==> src/core/wdt_timer_defines.vh <==
// Summary of operation
// - Counter is 16 bits, counting up on prescaled ticks.
// - Input clock is system clock divided by 12, one per machine cycle.
// - Prescale bit 0 gives divide by 2, 1 gives divide by 128, both modes.
// - Watchdog start accepted only with timer mode bit clear.
// - Start clears low byte, then loads reload byte to high byte one cycle later.
// - Reload byte writable except in the watchdog overflow cycle; loaded on start, refresh, timer run, timer overflow, kept reset.
// - Counter bytes are read-only; writes do nothing.
// - Running watchdog cannot be stopped; mode bit changes ignored.
// - Refresh needs arm bit then start bit on the very next instruction.
// - Arm bit clears itself three machine cycles after being set.
// - Refresh clears low byte and loads high byte from reload byte.
// - Watchdog overflow past ffff issues internal reset.
// - System reset clears reload, refresh, control bits and counter.
// - Watchdog reset keeps start and keep bits, sets reset-cause flag.
// - Counter restarts after watchdog reset; keep bit decides reload/prescale.
// - Off in power-down; idle freezes watchdog mode, timer mode runs.
// - Peripheral save bit ignored in watchdog mode, freezes timer mode.
// - Period is 2^(1+6*prescale)*(65536-reload*256) machine cycles.
// - Timer mode bit settable only before watchdog start.
// - Timer run clears overflow flag, loads reload, starts counting.
// - Timer overflow sets overflow flag and irq source, no reset.
// - Timer overflow requests irq if enabled; reloads; run clear stops.
// - Mode bit writes ignored while running unless run cleared same write.
`ifndef WDT_TIMER_DEFINES_VH
`define WDT_TIMER_DEFINES_VH
`define WDT_SYS_DIV 4'hc
`define WDT_PRE_SHORT 7'h01
`define WDT_PRE_LONG 7'h7f
`define WDT_ARM_CYCLES 2'h3
`define WDT_RST_PULSE 4'h8
`define WDT_RESET_BYTE 8'h00
`define WDT_RESET_COUNT 16'h0000
`endif

==> src/core/machine_cycle_gen.v <==
`timescale 1ns/1ps
`include "wdt_timer_defines.vh"
module machine_cycle_gen (
  input wire clk, // System clock
  input wire resetn, // Async reset, active low
  output reg cycleTick // One pulse per machine cycle
);
  reg [3:0] divCount;
  always @(posedge clk or negedge resetn) begin
    if (!resetn) begin
      divCount <= 4'h0;
      cycleTick <= 1'b0;
    end else begin
      cycleTick <= (divCount == `WDT_SYS_DIV - 4'h1);
      if (divCount == `WDT_SYS_DIV - 4'h1)
        divCount <= 4'h0;
      else
        divCount <= divCount + 4'h1;
    end
  end
endmodule

==> src/core/wdt_prescaler.v <==
`timescale 1ns/1ps
`include "wdt_timer_defines.vh"
module wdt_prescaler (
  input wire clk, // System clock
  input wire resetn, // Async reset, active low
  input wire clear, // Restart prescaler phase
  input wire cycleTick, // Machine cycle pulse
  input wire advance, // Counting allowed
  input wire longDiv, // 0 divide by 2, 1 divide by 128
  output wire countTick // One-cycle tick to the counter
);
  reg [6:0] preCount;
  wire [6:0] limit = longDiv ? `WDT_PRE_LONG : `WDT_PRE_SHORT;
  assign countTick = cycleTick && advance && (preCount >= limit);
  always @(posedge clk or negedge resetn) begin
    if (!resetn)
      preCount <= 7'h00;
    else if (clear)
      preCount <= 7'h00;
    else if (cycleTick && advance) begin
      if (preCount >= limit)
        preCount <= 7'h00;
      else
        preCount <= preCount + 7'h01;
    end
  end
endmodule

==> src/core/watchdog_timer_with_timer_mode.v <==
`timescale 1ns/1ps
`include "wdt_timer_defines.vh"
module watchdog_timer_with_timer_mode (
  input wire clk, // System clock, 25 MHz
  input wire resetn, // System reset, async, active low
  input wire relWrite, // Pulse: write reload byte
  input wire [7:0] relData, // Reload byte data
  input wire ctrlWrite, // Pulse: write control bits below
  input wire startBit, // Watchdog start bit value
  input wire keepBit, // Keep configuration bit value
  input wire prescaleBit, // Prescale select value
  input wire modeBit, // Timer mode select value
  input wire runBit, // Timer run bit value
  input wire armWrite, // Pulse: write refresh-arm bit as 1
  input wire ovfClear, // Pulse: clear timer overflow flag
  input wire srcClear, // Pulse: clear timer irq source
  input wire counterWrite, // Pulse: write to counter bytes, ignored
  input wire instrEnd, // Pulse: an instruction completed
  input wire timerIrqEnable, // Timer interrupt enable
  input wire idleMode, // Idle mode active
  input wire powerDown, // Power-down mode active
  input wire peripheralSaveBit, // Peripheral power save bit
  output reg [7:0] reloadByte, // Reload byte readback
  output wire [7:0] countHigh, // Counter high byte
  output wire [7:0] countLow, // Counter low byte
  output reg wdtRunning, // Watchdog start bit readback
  output reg keepConfig, // Keep configuration readback
  output reg prescaleSel, // Prescale select readback
  output reg timerMode, // Timer mode select readback
  output reg timerRun, // Timer run readback
  output reg refreshArm, // Refresh-arm readback
  output reg resetCause, // Set after a watchdog reset
  output reg timerOverflowFlag, // Timer overflow flag
  output reg timerIrqSource, // Central timer irq source bit
  output wire timerIrq, // Timer interrupt request
  output reg wdtResetn // Internal watchdog reset, active low
);
  reg [15:0] count;
  reg loadPending;
  reg [1:0] armAge;
  reg armSeenEnd;
  reg [3:0] rstCount;
  reg inWdtReset;
  wire cycleTick;
  wire countTick;
  assign countHigh = count[15:8];
  assign countLow = count[7:0];
  assign timerIrq = timerIrqSource && timerIrqEnable;
  // Watchdog-mode clocking ignores the save bit; timer mode honours it
  wire wdtAdvance = wdtRunning && !timerMode && !idleMode && !powerDown && !inWdtReset;
  wire tmrAdvance = timerRun && timerMode && !powerDown && !peripheralSaveBit;
  wire advance = wdtAdvance || tmrAdvance;
  // Start write with arm still valid is a refresh, not a fresh start
  wire startReq = ctrlWrite && startBit && !timerMode && !modeBit;
  wire isRefresh = startReq && wdtRunning && refreshArm && !armSeenEnd;
  wire isStart = startReq && !wdtRunning;
  wire runStart = ctrlWrite && runBit && !timerRun && timerMode;
  wire overflow = countTick && (count == 16'hffff);
  wire wdtOverflow = overflow && !timerMode;
  wire tmrOverflow = overflow && timerMode;
  machine_cycle_gen i_machine_cycle_gen (
    .clk(clk),
    .resetn(resetn),
    .cycleTick(cycleTick)
  );
  wdt_prescaler i_wdt_prescaler (
    .clk(clk),
    .resetn(resetn),
    .clear(isStart || isRefresh || runStart || inWdtReset),
    .cycleTick(cycleTick),
    .advance(advance),
    .longDiv(prescaleSel),
    .countTick(countTick)
  );
  // Control and configuration bits
  always @(posedge clk or negedge resetn) begin
    if (!resetn) begin
      reloadByte <= `WDT_RESET_BYTE;
      wdtRunning <= 1'b0;
      keepConfig <= 1'b0;
      prescaleSel <= 1'b0;
      timerMode <= 1'b0;
      timerRun <= 1'b0;
    end else if (wdtOverflow) begin
      if (!keepConfig) begin
        reloadByte <= `WDT_RESET_BYTE;
        prescaleSel <= 1'b0;
      end
      timerRun <= 1'b0;
    end else begin
      if (relWrite)
        reloadByte <= relData;
      if (ctrlWrite) begin
        prescaleSel <= prescaleBit;
        if (!wdtRunning)
          keepConfig <= keepBit;
        if (isStart)
          wdtRunning <= 1'b1;
        if (!wdtRunning && (!timerRun || !runBit))
          timerMode <= modeBit;
        if (timerMode && !wdtRunning)
          timerRun <= runBit;
        else
          timerRun <= 1'b0;
      end
    end
  end
  // Refresh-arm window: cleared after three machine cycles
  always @(posedge clk or negedge resetn) begin
    if (!resetn) begin
      refreshArm <= 1'b0;
      armAge <= 2'h0;
      armSeenEnd <= 1'b0;
    end else if (armWrite) begin
      refreshArm <= 1'b1;
      armAge <= 2'h0;
      armSeenEnd <= 1'b0;
    end else if (refreshArm) begin
      // Arming instruction ends with its own write; any later end without a start write kills it
      if (instrEnd && !(ctrlWrite && startBit))
        armSeenEnd <= 1'b1;
      if (isRefresh)
        refreshArm <= 1'b0;
      else if (cycleTick) begin
        if (armAge == `WDT_ARM_CYCLES - 2'h1)
          refreshArm <= 1'b0;
        armAge <= armAge + 2'h1;
      end
    end
  end
  // Counter; no path from counterWrite reaches it
  reg [15:0] next_count;
  reg next_loadPending;
  function [15:0] reloadValue;
    input [7:0] rel;
    begin
      reloadValue = {rel, 8'h00};
    end
  endfunction
  always @* begin
    next_count = count;
    next_loadPending = loadPending;
    if (wdtOverflow) begin
      next_count = `WDT_RESET_COUNT;
      next_loadPending = 1'b1;
    end else if (isStart || isRefresh || runStart) begin
      next_loadPending = 1'b1;
      next_count[7:0] = 8'h00;
    end else if (loadPending && !inWdtReset) begin
      next_count = reloadValue(reloadByte);
      next_loadPending = 1'b0;
    end else if (tmrOverflow) begin
      next_count = reloadValue(reloadByte);
    end else if (countTick) begin
      next_count = count + 16'h0001;
    end
  end
  always @(posedge clk or negedge resetn) begin
    if (!resetn) begin
      count <= `WDT_RESET_COUNT;
      loadPending <= 1'b0;
    end else begin
      count <= next_count;
      loadPending <= next_loadPending;
    end
  end
  // Flags: hardware set beats software clear
  always @(posedge clk or negedge resetn) begin
    if (!resetn) begin
      timerOverflowFlag <= 1'b0;
      timerIrqSource <= 1'b0;
      resetCause <= 1'b0;
    end else begin
      if (tmrOverflow)
        timerOverflowFlag <= 1'b1;
      else if (runStart || ovfClear)
        timerOverflowFlag <= 1'b0;
      if (tmrOverflow)
        timerIrqSource <= 1'b1;
      else if (srcClear)
        timerIrqSource <= 1'b0;
      if (wdtOverflow)
        resetCause <= 1'b1;
    end
  end
  // Reset pulse long enough for the rest of the chip
  always @(posedge clk or negedge resetn) begin
    if (!resetn) begin
      rstCount <= 4'h0;
      inWdtReset <= 1'b0;
      wdtResetn <= 1'b1;
    end else if (wdtOverflow) begin
      rstCount <= `WDT_RST_PULSE - 4'h1;
      inWdtReset <= 1'b1;
      wdtResetn <= 1'b0;
    end else if (inWdtReset) begin
      if (rstCount == 4'h0) begin
        inWdtReset <= 1'b0;
        wdtResetn <= 1'b1;
      end else
        rstCount <= rstCount - 4'h1;
    end
  end
endmodule

==> config.mk <==
export PLATFORM = sky130hd
export DESIGN_NAME = watchdog_timer_with_timer_mode
export DESIGN_NICKNAME = d
export VERILOG_FILES = /design/src/core/machine_cycle_gen.v /design/src/core/wdt_prescaler.v /design/src/core/watchdog_timer_with_timer_mode.v
export VERILOG_INCLUDE_DIRS = /design/src /design/src/core
export SDC_FILE = /design/constraint.sdc
export NUM_CORES = 1
export LEC_CHECK = 0
export BUFFER_PORTS_ARGS = -buffer_cell sky130_fd_sc_hd__buf_4
export CORE_MARGIN = 1.5
export CORE_UTILIZATION = 57
export CTS_BUF_LIST = sky130_fd_sc_hd__clkbuf_4
export DETAILED_ROUTE_END_ITERATION = 8
export HOLD_SLACK_MARGIN = 0.12
export PLACE_DENSITY = 0.83
export SYNTH_ARGS = -nofsm -noshare
export SYNTH_HDL_FRONTEND = slang
export SYNTH_SLANG_ARGS = --single-unit
==> constraint.sdc <==
create_clock -name clk -period 2.7 [get_ports clk]
set_input_delay 0.27 -clock clk [delete_from_list [all_inputs] [get_ports clk]]
set_output_delay 0.27 -clock clk [all_outputs]
set_load 0.01 [all_outputs]
==> run metrics <==
min Tclk post-route about 2.5 ns; VDD IR max slightly above 0.3 mV; worst hold path type input pin to flip-flop; Clock Pin Slew Worst Setup and Hold Paths around 0.15 ns; Critical Path AT ~2.9 ns; Required @ worst endpoint just over 3 ns; dominant cells by area after synthesis dfrtp_1, nand2_1, ha_1, a21oi_1, a32o_1; Post-synth EDFFs 0; R2R depth 8; vias post-DR 2,668; Crit Path Class flip-flop to flip-flop; CP Max Fanout 6; Clock Latency Late Sink about 0.38 ns; Cells after Synth between 300 and 400; CP max stage cell or4_4; setup repair bufs after CTS 0; die footprint approximately 5500 um2; #FFs+latches synth 55; CTS HTree Levels 2; Synth top area share 0.464; RePlAce Congestion between 0.8 and 0.9; Slew @ Worst Pin 0.752 ns; sequential-to-total area share from yosys stat 0.473; Antenna Cells 0; worst path bufs/invs 1; number of port buffers 59; vias in the first global route 2,465; Slew Viols, Final 0; # DRC 0; clk root buf clkbuf_4; IO Count 61; final worst-path cycle share 0.934; async set or reset register ratio after synthesis 1.00; Setup TNS Final 0 ns; top cell type by total area after synthesis dfrtp_1; Clock Path Buffers 2; status finished, final reports clean; post-route ant nets 0; Crit path largest cell delay between 0.5 and 0.6 ns; kind of end point of the critical path flip-flop; CP cell instances inv_1 > ha_1 > a21oi_1 > a211o_1 > a21o_1 > or4_4 > or3_1 > o21ai_1; final count of hold timing violations 0; WP depth 8; Die X 74.5 um; area of the core approximately 4800 um2; fin nets between 400 and 500; clk sinks 55; largest net degree at the start of global routing 56; leak pwr around 1.7 nW; drt via density a little under 6; crit-path leading delay family simple AND/OR/NAND/NOR gates; unrepaired setup endpoints after global routing false; initial antenna violation count 0; CTS tree done; Fillers 376; 1st-pass router iterations 4; Power Total about 1.7 mW; synth warn 0; Unique masters post-synth 50; CTS Buf Count 5; worst-case clock skew between 0.015 and 0.02 ns; fmax about 400 MHz; Site Rows 25; power per cell area ~450 nW/um2; hold path cells 2; GRT overflow 0; max_cap viols 0; die height approximately 74 um; GRT Util Overall 0.274; CP startpoint kind flip-flop; area delta synth->final 27.0%; first-pass GRT wire length roughly 12,000 um; Synth Flop Type dfrtp_1; max_slew headroom 0.494; routed wire length between 6000 and 7000 um; DPL Wire Length 4880 um; endpoints failing setup 0; routed wire length per instance between 15 and 20 um; layout cells sized above 1 0.227; syn_nets 345; Syn Area/Cell 9.45 um2; initial DRC count 202; Post-Synthesis Cell Area between 2000 and 3000 um2; Initial Util 0.604
## timing repair
action                                  CTS  global route
resized for setup                         0             1
endpoints found under the hold margin    66             1
endpoints found under the setup margin    0             1
hold buffers                             10             1
## metrics by stage
stage	setup WS [ns]	hold slack [ns]	cell area, um2	instances	util
after CTS	0.178	0.126	3680	454	0.764
final	0.177	0.140	3700	455	0.767
after detailed placement	0.205	0.358	3470	436	0.721
after floorplan	0.307	-0.0256	2910	308	-
after global routing	0.00784	0.121	3700	455	0.767
after global placement	0.284	0.357	3470	436	0.721
## synth_stat cells, types with 4 or more instances
library cell	n
a21oi_1	24
a31oi_1	7
a32o_1	9
and3_1	4
clkbuf_1	4
dfrtp_1	54
ha_1	11
inv_1	13
nand2_1	39
nand2b_1	6
nand3_1	13
nand4_1	9
nor2_1	17
nor2b_1	4
nor3_1	11
nor4_1	5
o21ai_0	14
o22ai_1	5
or3_1	4
xnor2_1	5
## cell type report
class | count | area [um2] | share of cell area
Clock inverter | 2 | 60.1 | 0.0162
Inverter | 13 | 48.8 | 0.0132
Tap cell | 67 | 83.8 | 0.0227
Multi-Input combinational cell | 233 | 1460 | 0.395
Clock buffer | 6 | 45.0 | 0.0122
Timing Repair Buffer | 79 | 621 | 0.168
Sequential cell | 55 | 1380 | 0.373
## power by group
group / internal [mW] / switching (mW) / leakage (nW) / total (mW)
Combinational: 0.107 / 0.102 / 0.919 / 0.210
Clock: 0.299 / 0.256 / 0.0559 / 0.555
Sequential: 0.854 / 0.0377 / 0.727 / 0.892
## state kept, by name, summed over array words and instances (netlist names), 2 cells and up
register and count:
reloadByte 8, armAge 2, count 16, i_machine_cycle_gen.divCount 4, i_wdt_prescaler.preCount 7, rstCount 4
## layer usage
metal / global-route usage / vias to the layer above / routed length, um
met5: 0 / - / 0
met4: 0.0646 / 0 / 68
met3: 0.0434 / 6 / 345
met2: 0.453 / 76 / 3540
met1: 0.381 / 1293 / 3020
li1: - / 1293 / -
## worst paths after layout
check                                                startpoint                              end  slack [ns]
worst max-delay path                                prescaleSel                         count[5]        0.18
worst min-delay path                                 relData[7]                    reloadByte[7]        0.14
worst max register to register                      prescaleSel                         count[5]        0.18
worst min register to register  i_machine_cycle_gen.divCount[0]  i_machine_cycle_gen.divCount[0]        0.47
max in group asynchronous                                resetn                        count[14]        1.78
min in group asynchronous                                resetn      i_wdt_prescaler.preCount[6]        0.45
## cell usage in the layout (no fill, tap or decap), types with 9 or more instances in the layout
master,n
a21oi_1,24
a32o_1,9
buf_4,68
dfrtp_1,54
dlygate4sd3_1,11
ha_1,11
inv_1,13
nand2_1,39
nand3_1,13
nand4_1,9
nor2_1,17
nor3_1,11
o21ai_0,14
## kinds of logic after synthesis
kind of cell	share of synthesized area
and+or+nand+nor	0.231
AOI/OAI and AO/OA	0.179
DFF	0.473
buffers and inverters	0.0271
adders and majority gates	0.0473
xor gates and xnor gates	0.0241
muxes	0.0181
(Power assumes the default switching activity.)
